===== config.mk =====
export PLATFORM = sky130hd
export DESIGN_NAME = fct_top
export DESIGN_NICKNAME = d
export VERILOG_FILES = /design/src/shared/fct_pkg.sv /design/src/shared/fct_if.sv /design/src/core/fct_level.sv /design/src/core/fct_jam_timer.sv /design/src/core/fct_top.sv
export VERILOG_INCLUDE_DIRS = /design/src /design/src/shared
export SDC_FILE = /design/constraint.sdc
export NUM_CORES = 1
export LEC_CHECK = 0
export ABC_CLOCK_PERIOD_IN_PS = 8300
export BUFFER_PORTS_ARGS = -buffer_cell sky130_fd_sc_hd__buf_2
export CORE_ASPECT_RATIO = 0.7
export CORE_MARGIN = 2
export CORE_UTILIZATION = 57
export CTS_BUF_LIST = sky130_fd_sc_hd__clkbuf_16
export DETAILED_ROUTE_END_ITERATION = 10
export GPL_TIMING_DRIVEN = 0
export PLACE_DENSITY = 0.82
export SYNTH_ARGS = -nofsm -noshare
export SYNTH_HDL_FRONTEND = slang
export SYNTH_HIERARCHICAL = 1
export SYNTH_SLANG_ARGS = --single-unit

===== constraint.sdc =====
create_clock -name clk_sys_i -period 8.3 [get_ports clk_sys_i]
set_clock_uncertainty 0.05 [all_clocks]
set_input_delay 0.83 -clock clk_sys_i [delete_from_list [all_inputs] [get_ports clk_sys_i]]
set_output_delay 0.83 -clock clk_sys_i [all_outputs]
set_load 0.01 [all_outputs]

===== src/shared/fct_defs.svh =====
// constants for the automatic flow control trigger
// Notes on behaviour
// software keeps low threshold below high threshold
// automatic jam lasts the coded duration, bits 7:4
// duration code unused in full duplex
// multicast selector jams multicast frames at level
// broadcast selector jams broadcast frames at level
// own address selector jams frames to us
// frame type selectors unused in full duplex
// any frame selector acts on every frame
// full duplex pause needs any frame selector
// half duplex any: jam on preamble, no decode
// full duplex any: pause request at level
// any frame selector overrides selectors 3 to 1
// duration table, 10 Mbps adds 2.2 us
// high threshold counts 64 byte units
// one pause per high crossing, programmed time
// zero pause below low, only after pause
// transmitter disabled: no pause, no jam
// level flag holds from high until below low
`ifndef FCT_DEFS_SVH
`define FCT_DEFS_SVH

// register byte addresses
`define FCT_ADDR_CFG 8'h00
`define FCT_ADDR_STAT 8'h04

// configuration field positions
`define FCT_HI_LSB 16
`define FCT_LO_LSB 8
`define FCT_DUR_LSB 4
`define FCT_SEL_MCAST 3
`define FCT_SEL_BCAST 2
`define FCT_SEL_OWN 1
`define FCT_SEL_ANY 0
`define FCT_CFG_RST 32'h00000000
`define FCT_CFG_MASK 32'h00FFFFFF

// status field positions
`define FCT_ST_LEVEL 0
`define FCT_ST_JAM 1
`define FCT_ST_PAUSED 2
`define FCT_ST_REQ 3
`define FCT_ST_OCC_LSB 16

// threshold unit of 64 bytes as a shift
`define FCT_THR_SHIFT 6

// timing
`define FCT_CLK_PERIOD_NS 4
`define FCT_T_5US_NS 5000
`define FCT_T_50US_NS 50000
`define FCT_T_10M_EXTRA_NS 2200
`define FCT_NS2CYC(ns) (((ns) + `FCT_CLK_PERIOD_NS - 1) / `FCT_CLK_PERIOD_NS)
`define FCT_JAM_5US_CYC `FCT_NS2CYC(`FCT_T_5US_NS)
`define FCT_JAM_50US_CYC `FCT_NS2CYC(`FCT_T_50US_NS)
`define FCT_JAM_10M_CYC `FCT_NS2CYC(`FCT_T_10M_EXTRA_NS)
`define FCT_CNT_W 18

`endif


===== src/shared/fct_pkg.sv =====
// types shared by the flow control trigger modules
`include "fct_defs.svh"
package fct_pkg;
    typedef logic [15:0] fct_ptime_t;
    typedef enum logic [1:0] {
        FCT_P_IDLE,
        FCT_P_REQ_ON,
        FCT_P_PAUSED,
        FCT_P_REQ_OFF
    } fct_pause_st_t;
    typedef struct packed {
        logic [`FCT_CNT_W-1:0] cnt;
        logic active;
    } fct_tmr_state_t;
    typedef struct packed {
        logic level;
    } fct_lvl_state_t;
    typedef struct packed {
        logic [31:0] cfg;
        fct_pause_st_t pst;
        logic pready;
        logic pslverr;
        logic [31:0] prdata;
        logic jam;
        logic pause_req;
        logic pause_zero;
        fct_ptime_t pause_time;
    } fct_top_state_t;
endpackage


===== src/shared/fct_if.sv =====
// interfaces between the trigger core and its helpers
`timescale 1ns/1ns
interface fct_lvl_if #(parameter int OCC_W = 15);
    logic [7:0] high_threshold;
    logic [7:0] low_threshold;
    logic [OCC_W-1:0] occupancy;
    logic level_reached;
    modport ctl (output high_threshold, output low_threshold,
                 output occupancy, input level_reached);
    modport cmp (input high_threshold, input low_threshold,
                 input occupancy, output level_reached);
endinterface

interface fct_jam_if;
    logic start;
    logic abort;
    logic [3:0] jam_duration_code;
    logic speed_100;
    logic active;
    modport ctl (output start, output abort, output jam_duration_code,
                 output speed_100, input active);
    modport tmr (input start, input abort, input jam_duration_code,
                 input speed_100, output active);
endinterface


===== src/core/fct_level.sv =====
// fifo level flag with high and low threshold hysteresis
`timescale 1ns/1ns
module fct_level #(
    parameter int OCC_W = 15
) (
    // clock and reset
    input wire logic clk_sys_i,
    input wire logic arst_n_i,
    // thresholds, occupancy, flag
    fct_lvl_if.cmp lvl
);
    import fct_pkg::*;

    fct_lvl_state_t st_reg;
    fct_lvl_state_t st_next;
    logic [15:0] occ_w;
    logic [15:0] hi_w;
    logic [15:0] lo_w;
    logic at_high;
    logic below_low;

    // thresholds scaled to bytes
    assign occ_w = 16'(lvl.occupancy);
    assign hi_w = 16'({lvl.high_threshold, 6'h00});
    assign lo_w = 16'({lvl.low_threshold, 6'h00});
    assign at_high = occ_w >= hi_w;
    assign below_low = occ_w < lo_w;

    // set wins over clear, so a bad low setting never hides a high level
    always_comb begin
        st_next = st_reg;
        st_next.level = at_high || (st_reg.level && !below_low);
    end

    // state register
    always_ff @(posedge clk_sys_i or negedge arst_n_i) begin
        if (!arst_n_i) begin
            st_reg <= '0;
        end else begin
            st_reg <= st_next;
        end
    end

    assign lvl.level_reached = st_reg.level;
endmodule


===== src/core/fct_jam_timer.sv =====
// back pressure duration timer
`timescale 1ns/1ns
`include "fct_defs.svh"
module fct_jam_timer #(
    parameter logic [`FCT_CNT_W-1:0] T5_CYC = `FCT_CNT_W'(`FCT_JAM_5US_CYC),
    parameter logic [`FCT_CNT_W-1:0] T50_CYC = `FCT_CNT_W'(`FCT_JAM_50US_CYC),
    parameter logic [`FCT_CNT_W-1:0] T10X_CYC = `FCT_CNT_W'(`FCT_JAM_10M_CYC)
) (
    // clock and reset
    input wire logic clk_sys_i,
    input wire logic arst_n_i,
    // start, abort, code and busy
    fct_jam_if.tmr jam
);
    import fct_pkg::*;

    fct_tmr_state_t st_reg;
    fct_tmr_state_t st_next;
    logic [`FCT_CNT_W-1:0] dur;
    logic [`FCT_CNT_W-1:0] run_cnt;
    logic [`FCT_CNT_W-1:0] dur_lat;

    // coded duration in cycles
    always_comb begin
        case (jam.jam_duration_code)
            4'h0: dur = T5_CYC;
            4'h1: dur = T5_CYC + T5_CYC;
            4'h2: dur = (T5_CYC << 1) + T5_CYC;
            4'h3: dur = (T5_CYC << 2) + T5_CYC;
            default: dur = `FCT_CNT_W'(T50_CYC * (jam.jam_duration_code - 4'h3));
        endcase
        if (!jam.speed_100) begin
            dur = dur + T10X_CYC;
        end
    end

    // count down; a start during a running jam is ignored
    always_comb begin
        st_next = st_reg;
        if (st_reg.active) begin
            if (jam.abort || st_reg.cnt == '0) begin
                st_next.active = 1'b0;
            end else begin
                st_next.cnt = st_reg.cnt - 1'b1;
            end
        end else if (jam.start && !jam.abort) begin
            st_next.active = 1'b1;
            st_next.cnt = dur - 1'b1;
        end
    end

    // state register
    always_ff @(posedge clk_sys_i or negedge arst_n_i) begin
        if (!arst_n_i) begin
            st_reg <= '0;
        end else begin
            st_reg <= st_next;
        end
    end

    assign jam.active = st_reg.active;

    // helper: length of each jam as seen
    always_ff @(posedge clk_sys_i or negedge arst_n_i) begin
        if (!arst_n_i) begin
            run_cnt <= '0;
            dur_lat <= '0;
        end else if (!st_reg.active && st_next.active) begin
            run_cnt <= `FCT_CNT_W'(1);
            dur_lat <= dur;
        end else if (st_reg.active && st_next.active) begin
            run_cnt <= run_cnt + 1'b1;
        end
    end
endmodule


===== src/core/fct_top.sv =====
// automatic flow control trigger with apb register access
`timescale 1ns/1ns
`include "fct_defs.svh"
module fct_top #(
    parameter int OCC_W = 15,
    parameter int JAM_5US_CYC = `FCT_JAM_5US_CYC,
    parameter int JAM_50US_CYC = `FCT_JAM_50US_CYC,
    parameter int JAM_10M_EXTRA_CYC = `FCT_JAM_10M_CYC
) (
    // clock and reset
    input wire logic clk_sys_i,
    input wire logic arst_n_i,
    // apb slave
    input wire logic psel_i,
    input wire logic penable_i,
    input wire logic pwrite_i,
    input wire logic [7:0] paddr_i,
    input wire logic [31:0] pwdata_i,
    input wire logic [3:0] pstrb_i,
    output logic [31:0] prdata_o,
    output logic pready_o,
    output logic pslverr_o,
    // mac mode and receive fifo state
    input wire logic full_duplex_i,
    input wire logic speed_100_i,
    input wire logic tx_enable_i,
    input wire logic [OCC_W-1:0] rx_fifo_used_i,
    // receive frame events
    input wire logic rx_preamble_i,
    input wire logic rx_da_valid_i,
    input wire logic rx_da_mcast_i,
    input wire logic rx_da_bcast_i,
    input wire logic rx_da_own_i,
    // pause frame request to the mac
    input wire fct_pkg::fct_ptime_t pause_time_value_i,
    input wire logic pause_ack_i,
    output logic pause_req_o,
    output logic pause_zero_o,
    output fct_pkg::fct_ptime_t pause_time_o,
    // half duplex back pressure
    output logic jam_o
);
    import fct_pkg::*;

    fct_top_state_t st_reg;
    fct_top_state_t st_next;

    fct_lvl_if #(.OCC_W(OCC_W)) lvl_bus();
    fct_jam_if jam_bus();

    logic [7:0] high_threshold;
    logic [7:0] low_threshold;
    logic [3:0] jam_duration_code;
    logic jam_on_multicast;
    logic jam_on_broadcast;
    logic jam_on_own_address;
    logic act_on_any_frame;
    logic level;
    logic hd_ok;
    logic fd_ok;
    logic sel_hit;
    logic apb_setup;
    logic apb_wr_cfg;
    logic addr_hit;
    logic req_acked;
    logic [31:0] stat_word;
    logic [31:0] rd_word;

    // configuration fields
    assign high_threshold = st_reg.cfg[`FCT_HI_LSB +: 8];
    assign low_threshold = st_reg.cfg[`FCT_LO_LSB +: 8];
    assign jam_duration_code = st_reg.cfg[`FCT_DUR_LSB +: 4];
    assign jam_on_multicast = st_reg.cfg[`FCT_SEL_MCAST];
    assign jam_on_broadcast = st_reg.cfg[`FCT_SEL_BCAST];
    assign jam_on_own_address = st_reg.cfg[`FCT_SEL_OWN];
    assign act_on_any_frame = st_reg.cfg[`FCT_SEL_ANY];

    // level flag with hysteresis
    assign lvl_bus.high_threshold = high_threshold;
    assign lvl_bus.low_threshold = low_threshold;
    assign lvl_bus.occupancy = rx_fifo_used_i;
    assign level = lvl_bus.level_reached;

    fct_level #(
        .OCC_W(OCC_W)
    ) u_level (
        .clk_sys_i(clk_sys_i),
        .arst_n_i(arst_n_i),
        .lvl(lvl_bus.cmp)
    );

    // mode gates: no flow control at all while the transmitter is off
    assign hd_ok = tx_enable_i && !full_duplex_i;
    assign fd_ok = tx_enable_i && full_duplex_i && act_on_any_frame;

    // frame selectors; any frame skips address decode and wins
    always_comb begin
        if (act_on_any_frame) begin
            sel_hit = rx_preamble_i;
        end else begin
            sel_hit = rx_da_valid_i &&
                ((jam_on_multicast && rx_da_mcast_i) ||
                 (jam_on_broadcast && rx_da_bcast_i) ||
                 (jam_on_own_address && rx_da_own_i));
        end
    end

    // jam timer control
    assign jam_bus.start = hd_ok && level && sel_hit;
    assign jam_bus.abort = !hd_ok;
    assign jam_bus.jam_duration_code = jam_duration_code;
    assign jam_bus.speed_100 = speed_100_i;

    fct_jam_timer #(
        .T5_CYC(`FCT_CNT_W'(JAM_5US_CYC)),
        .T50_CYC(`FCT_CNT_W'(JAM_50US_CYC)),
        .T10X_CYC(`FCT_CNT_W'(JAM_10M_EXTRA_CYC))
    ) u_jam_timer (
        .clk_sys_i(clk_sys_i),
        .arst_n_i(arst_n_i),
        .jam(jam_bus.tmr)
    );

    // apb decode
    assign apb_setup = psel_i && !penable_i;
    assign addr_hit = (paddr_i == `FCT_ADDR_CFG) ||
                      (paddr_i == `FCT_ADDR_STAT);
    assign apb_wr_cfg = psel_i && penable_i && pwrite_i && st_reg.pready &&
                        (paddr_i == `FCT_ADDR_CFG);
    assign req_acked = st_reg.pause_req && pause_ack_i;

    // status word
    always_comb begin
        stat_word = 32'h00000000;
        stat_word[`FCT_ST_LEVEL] = level;
        stat_word[`FCT_ST_JAM] = st_reg.jam;
        stat_word[`FCT_ST_PAUSED] = (st_reg.pst == FCT_P_PAUSED);
        stat_word[`FCT_ST_REQ] = st_reg.pause_req;
        stat_word[`FCT_ST_OCC_LSB +: 16] = 16'(rx_fifo_used_i);
    end

    // read multiplexer
    always_comb begin
        case (paddr_i)
            `FCT_ADDR_CFG: rd_word = st_reg.cfg & `FCT_CFG_MASK;
            `FCT_ADDR_STAT: rd_word = stat_word;
            default: rd_word = 32'h00000000;
        endcase
    end

    // next state of the whole block
    always_comb begin
        st_next = st_reg;

        // zero wait apb answer, loaded in the setup cycle
        st_next.pready = apb_setup;
        st_next.pslverr = apb_setup && !addr_hit;
        st_next.prdata = (apb_setup && !pwrite_i) ? rd_word : 32'h00000000;
        if (apb_wr_cfg) begin
            for (int b = 0; b < 4; b++) begin
                if (pstrb_i[b]) begin
                    st_next.cfg[b*8 +: 8] = pwdata_i[b*8 +: 8];
                end
            end
            st_next.cfg = st_next.cfg & `FCT_CFG_MASK;
        end

        // back pressure output follows the timer, cut at once on mode loss
        st_next.jam = jam_bus.active && hd_ok;

        // full duplex pause sequencing
        case (st_reg.pst)
            FCT_P_IDLE: begin
                if (fd_ok && level) begin
                    st_next.pst = FCT_P_REQ_ON;
                end
            end
            FCT_P_REQ_ON: begin
                if (req_acked) begin
                    st_next.pst = FCT_P_PAUSED;
                end else if (!fd_ok) begin
                    st_next.pst = FCT_P_IDLE;
                end
            end
            FCT_P_PAUSED: begin
                if (fd_ok && !level) begin
                    st_next.pst = FCT_P_REQ_OFF;
                end
            end
            FCT_P_REQ_OFF: begin
                if (req_acked) begin
                    st_next.pst = FCT_P_IDLE;
                end
            end
            default: begin
                st_next.pst = FCT_P_IDLE;
            end
        endcase

        // request held until the mac takes it, and only while fd_ok is high
        st_next.pause_req = fd_ok && ((st_next.pst == FCT_P_REQ_ON) ||
                            (st_next.pst == FCT_P_REQ_OFF));
        st_next.pause_zero = (st_next.pst == FCT_P_REQ_OFF);
        if (st_next.pst == FCT_P_REQ_OFF) begin
            st_next.pause_time = 16'h0000;
        end else begin
            st_next.pause_time = pause_time_value_i;
        end
    end

    // state register
    always_ff @(posedge clk_sys_i or negedge arst_n_i) begin
        if (!arst_n_i) begin
            st_reg <= '0;
            st_reg.cfg <= `FCT_CFG_RST;
            st_reg.pst <= FCT_P_IDLE;
        end else begin
            st_reg <= st_next;
        end
    end

    // outputs straight from the state register
    assign prdata_o = st_reg.prdata;
    assign pready_o = st_reg.pready;
    assign pslverr_o = st_reg.pslverr;
    assign pause_req_o = st_reg.pause_req;
    assign pause_zero_o = st_reg.pause_zero;
    assign pause_time_o = st_reg.pause_time;
    assign jam_o = st_reg.jam;
endmodule


## Yosys cells after proc, flatten, opt, wreduce, memory -nomap -nowiden

Index checks and enable logic that the tools add are counted.

| word-level totals | value |
|---|---|
| bits in registers | 99 |
| input bits | 89 |
| output and inout bits | 53 |
| logic and storage cells | 92 |

| operators by class | value |
|---|---|
| $add $sub $neg | 4 |
| $mul | 1 |
| magnitude comparators | 2 |
| equal/unequal tests | 10 |
| multiplexer cells | 16 |
| reductions and logical operators | 45 |

Operator list:

| cell | number |
|---|---|
| 18-bit case mux with 4 select lines | 1 |
| 31-bit case mux with 2 select lines | 1 |
| 19-bit 2-to-1 mux | 2 |
| 18-bit 2-to-1 mux | 2 |
| 18-bit by 1-bit subtractor with 18-bit output, second input constant | 2 |
| 32-bit 2-to-1 mux | 1 |
| 1-bit logical AND | 23 |
| 18-bit by 10-bit adder with 18-bit output, second input constant | 1 |
| 18-bit logical NOT | 1 |
| 12-bit by 18-bit multiplier with 16-bit output, first input constant | 1 |
| 16-bit 2-to-1 mux | 1 |
| 15-bit by 14-bit >= comparator with 1-bit output | 1 |
| 15-bit by 14-bit < comparator with 1-bit output | 1 |
| 2-bit 2-to-1 mux | 5 |
| 4-bit by 2-bit equality test with 1-bit output, second input constant | 2 |
| 8-bit by 3-bit equality test with 1-bit output, second input constant | 1 |
| 8-bit logical NOT | 1 |
| 2-bit case mux with 4 select lines | 1 |
| 2-bit AND reduction | 4 |
| 1-bit logical NOT | 7 |
| 2-bit equality test, second input constant | 3 |
| 1-bit logical OR | 6 |
| 4-bit by 2-bit subtractor with 5-bit output, second input constant | 1 |
| 2-bit by 1-bit equality test with 1-bit output, second input constant | 2 |
| other kinds (6) | 7 |

## Depth between registers and ports, before layout

| depth | value |
|---|---|
| word-level depth | 9 |
| gate-level depth with buffers | 22 |
| depth with buffers taken out | 21 |

## Hierarchy

Netlist, hierarchy kept.

By module, submodules not included:

| module | times used | cells each | area each (um2) | seq. area each (um2) |
|---|---|---|---|---|
| fct_jam_timer | 1 | 437 | 3668.5 | 475.5 |
| fct_top | 1 | 258 | 3308.2 | 1951.9 |
| fct_level | 1 | 56 | 432.9 | 25.0 |

## Least setup slack after synthesis

Ideal clock, no wire load.

| timing | value |
|---|---|
| path kind | register to register |
| from | register st_reg (netlist bit jam_bus.jam_duration_code[0]) |
| to | register u_jam_timer/st_reg[18] (netlist name) |
| library setup time | 126 ps |
| arrival time | 6198 ps |
| required time | 8124 ps |
| setup slack | 1926 ps |
| cell stages (with the launch flop) | 22 |
| path buffers | 1 |
| period minus slack after synthesis | 6374 ps |
| path through | dfrtp_1 > ha_1 > or3_1 > clkbuf_1 > inv_1 > ha_1 > ha_1 > ha_1 > inv_1 > fa_1 > inv_1 > ha_1 > fa_1 > a211o_1 > a211oi_1 > xnor2_1 > or4b_4 > nor4_2 > xnor3_1 > nand2_1 > xor2_1 > mux2i_1 |

| on the way | value |
|---|---|
| word-level cells in the longest chain between the ends | 8 |
| elaborated cells on any way between the ends | 12 |
| those cells by class | 3 x add/sub; 1 x mul; 3 x eq/ne; 4 x mux; 1 x reduce/logical |

RTL lines:

| item | RTL line | RTL |
|---|---|---|
| from (decl) | fct_top.sv:45 | `fct_top_state_t st_reg;` |
| from (signal assigned) | fct_top.sv:218 | `st_reg <= st_next;` |
| 4-bit by 2-bit subtractor with 5-bit output | fct_jam_timer.sv:30 | `` default: dur = `FCT_CNT_W'(T50_CYC * (jam.jam_duration_code - 4'h3)); `` |
| 12-bit by 18-bit multiplier with 16-bit output | fct_jam_timer.sv:30 |  |
| 18-bit case mux with 4 select lines * | fct_jam_timer.sv:25 | `case (jam.jam_duration_code)` |
| 18-bit by 10-bit adder with 18-bit output | fct_jam_timer.sv:33 | `dur = dur + T10X_CYC;` |
| 18-bit 2-to-1 mux * | fct_jam_timer.sv:32 | `if (!jam.speed_100) begin` |
| 18-bit by 1-bit subtractor with 18-bit output * | fct_jam_timer.sv:48 | `st_next.cnt = dur - 1'b1;` |
| 19-bit 2-to-1 mux * | fct_jam_timer.sv:46 | `end else if (jam.start && !jam.abort) begin` |
| 19-bit 2-to-1 mux * | fct_jam_timer.sv:40 | `if (st_reg.active) begin` |
| to (signal assigned) | fct_jam_timer.sv:57 | `st_reg <= st_next;` |
| to (decl) | fct_jam_timer.sv:17 | `fct_tmr_state_t st_reg;` |

Mark *: on every way between the ends. The rest lies on a longest branch, timed or not. The select of a mux whose other input is x is not followed.
A chain may end at the register's enable or synchronous reset.

## Final worst setup path

Same ends and word-level chain as after synthesis.

==> metrics <==
Slew HR=37.3%; pin count of the biggest net entering global routing=73; part of the power in registers=47.2%; Area growth syn-to-layout=16.0%; Worst-Skew Late Latency=0.34 ns; critical path class=register to register; NetSw=254 uW; critical path startpoint category=register; vias in the first global route=6,025; min Tclk post-route=7.28 ns; CTS max path bufs=2; Post-synth EDFFs=0; FF+latch count, synth=98; clock power share=41.4%; Post-CTS Setup Inserts=0; crit-path max FO=14; switching share of total power=24.7%; Crit path required time=8.47 ns; clk slew on worst S/H paths=0.07 ns; max FFs per register=31; Mapped Area=7410 um^2; worst-margin pin slew=0.940 ns; drt wl/cell=16.8 um; antenna violations before repair=2; Mean Syn Cell Area=9.87 um^2; # DRC=0; H-Tree Depth=3; Gate power share=11.4%; Routed Antenna Nets=0; final count of negative-setup-slack endpoints=0; Fin. Hold Viols=0; share of layout cells above drive strength 1=29.2%; FFs w/ async S/R, synth=100%; global placer's final weighted congestion=0.879; I/O pin count=142; DRT iter0 DRCs=560; all-layer global routing usage=26.4%; hold_buf cts=0; Core Footprint=12,500 um^2; worst hold path type=input pin to async pin; Root Buffer=clkbuf_16; Int Pwr=773 uW; half-perimeter wire length after placement=13.9 mm; Tcrit/Tclk final=87.8%; Peak VDD IR=0.0000876 V; Setup crit end kind=register; row cnt=34; Nets=1,056; pre-CTS WS=1.08 ns; design area=8600 um^2; Remaining Overflow, GRT=0; Slew Viols, Final=0; RSZ-0062 raised after global routing=false; Max Fclk=137 MHz; YS warnings=6; Vias/cell=5.84; chip height=99.4 um; post-route setup TNS=0 ns; first-pass GRT wire length=29.7 mm; Critical Path AT=7.45 ns; placed instance area=8290 um^2; Post-Route WL=17.8 mm; Synth Flop Type=dfrtp_1; Seq/Total Area, Yosys=33.1%; via count=6,193; worst hold slack=0.349 ns; Lkg Pwr=4.22 nW; Non-Filler Instances=1,061; number of port buffers=130; PD cells=119 nW/um^2; die area=13,900 um^2; CTS tree=done; Net Count, Synth=914; drt first pass iters=5; post-CTS sizing=0; die span in x=140 um; Sink Count=98; Syn Inst Count=751; max-cap viol count=0; Initial Utilization=59.0%; synth unique cells=84; cts bufs inserted=9; post-route setup slack=1.02 ns; Placed Cells=1,044; outcome=finished clean
==> worst paths after layout <==
check	startpoint	end	slack (ns)	depth (start not counted)
max	jam_bus.jam_duration_code[0]	u_jam_timer/st_reg[18]	1.02	21
min	arst_n_i	pause_time_o[5]	0.35	1
max reg2reg	jam_bus.jam_duration_code[0]	u_jam_timer/st_reg[18]	1.02	21
min reg2reg	low_threshold[3]	prdata_o[11]	0.47	1
max in group asynchronous	arst_n_i	u_jam_timer/st_reg[8]	7.17	2
min in group clk_sys_i	low_threshold[3]	prdata_o[11]	0.47	1
==> cells in the final DEF, fill, tap and decap left out, drive strengths merged, types with 9 or more instances in the layout <==
cell type,n
xnor2,33
a21o,9
and2,17
nor3,14
ha,64
buf,191
o21ai,30
nand3,15
mux2,25
dfrtp,98
nand2,32
inv,52
nor2,42
nor4,11
a21oi,26
clkbuf,23
mux2i,18
fa,10
and3,10
xor2,16
o211ai,9
a21boi,23
==> routing by layer <==
layer	part of all wire (%)	wire length, um	track usage, %
met1	47	8370	39.1
met2	43	7670	39.4
met3	8.2	1450	6.84
met4	1.6	283	5.59
met5	0.073	13	0
==> worst max-delay path, cell delays in order (launching register included) <==
cell,delay [ns]
dfrtp_1,0.60
ha_1,0.38
or3_1,0.20
clkbuf_1,0.71
inv_1,0.44
ha_1,0.43
ha_1,0.31
ha_1,0.28
inv_1,0.05
fa_1,0.52
inv_1,0.04
ha_1,0.22
fa_1,0.43
a211o_1,0.37
a211oi_1,0.29
xnor2_1,0.21
or4b_4,0.54
nor3_1,0.25
mux2i_1,0.31
and4bb_1,0.26
xor2_1,0.15
mux2i_1,0.10
==> cell usage after synthesis (6+ instances only) <==
cell type,number,area [um^2]
dfrtp_1,98,2450
ha_1,64,801
inv_1,50,188
buf_4,49,368
nor2_1,41,154
xnor2_1,33,289
nand2_1,31,116
o21ai_0,29,145
a21oi_1,26,130
mux2_2,24,270
a21boi_0,22,165
mux2i_1,18,180
and2_1,17,106
xor2_1,16,140
nand3_1,15,75.1
clkbuf_1,14,52.6
nor3_1,13,65.1
and3_1,10,62.6
fa_1,10,200
a21o_1,8,60.1
nand2b_1,8,50.1
o31ai_1,8,60.1
a211oi_1,7,52.6
o211ai_1,7,52.6
or3_1,7,43.8
buf_2,6,30.0
nor2b_1,6,37.5
o221ai_1,6,52.6
or2_2,6,37.5
==> layout make-up <==
| class | instances | area [um^2] |
|---|---|---|
| clock inverters | 7 | 77.6 |
| multi-input cells | 529 | 4270 |
| plain buffers | 74 | 499 |
| well taps | 162 | 203 |
| repair buffers | 131 | 681 |
| fillers | 965 | 3950 |
| inverters | 50 | 188 |
| flip-flops and latches | 98 | 2450 |
| diodes | 1 | 2.50 |
| clock buffers | 9 | 225 |
==> cell families after synthesis <==
kind of cell,synth area share [%]
XOR/XNOR,6.10
AND/OR/NAND/NOR,15.8
flip-flops,33.1
other,0.0506
AO/OA/AOI/OAI,15.9
buffers and inverters,9.27
multiplexers,6.23
adder cells (fa/ha/maj),13.5
==> power groups by stage <==
stage | Sequential [mW] | Clock (mW) | Combinational [mW]
final | 0.484 | 0.425 | 0.117
after global routing | 0.485 | 0.454 | 0.130
after CTS | 0.484 | 0.433 | 0.117
after detailed placement | 0.494 | 0 | 0.116
after global placement | 0.494 | 0 | 0.111
after floorplan | 0.494 | 0 | 0.0651
==> stage by stage <==
step / total power, mW / utilization, %
3_5_place_dp: 0.609 / 66.1
4_1_cts: 1.03 / 68.5
6_report: 1.03 / 68.5
2_1_floorplan: 0.559 / -
5_1_grt: 1.07 / 68.5
3_3_place_gp: 0.604 / 65.8
No activity file was read; power rests on OpenSTA's default activity.
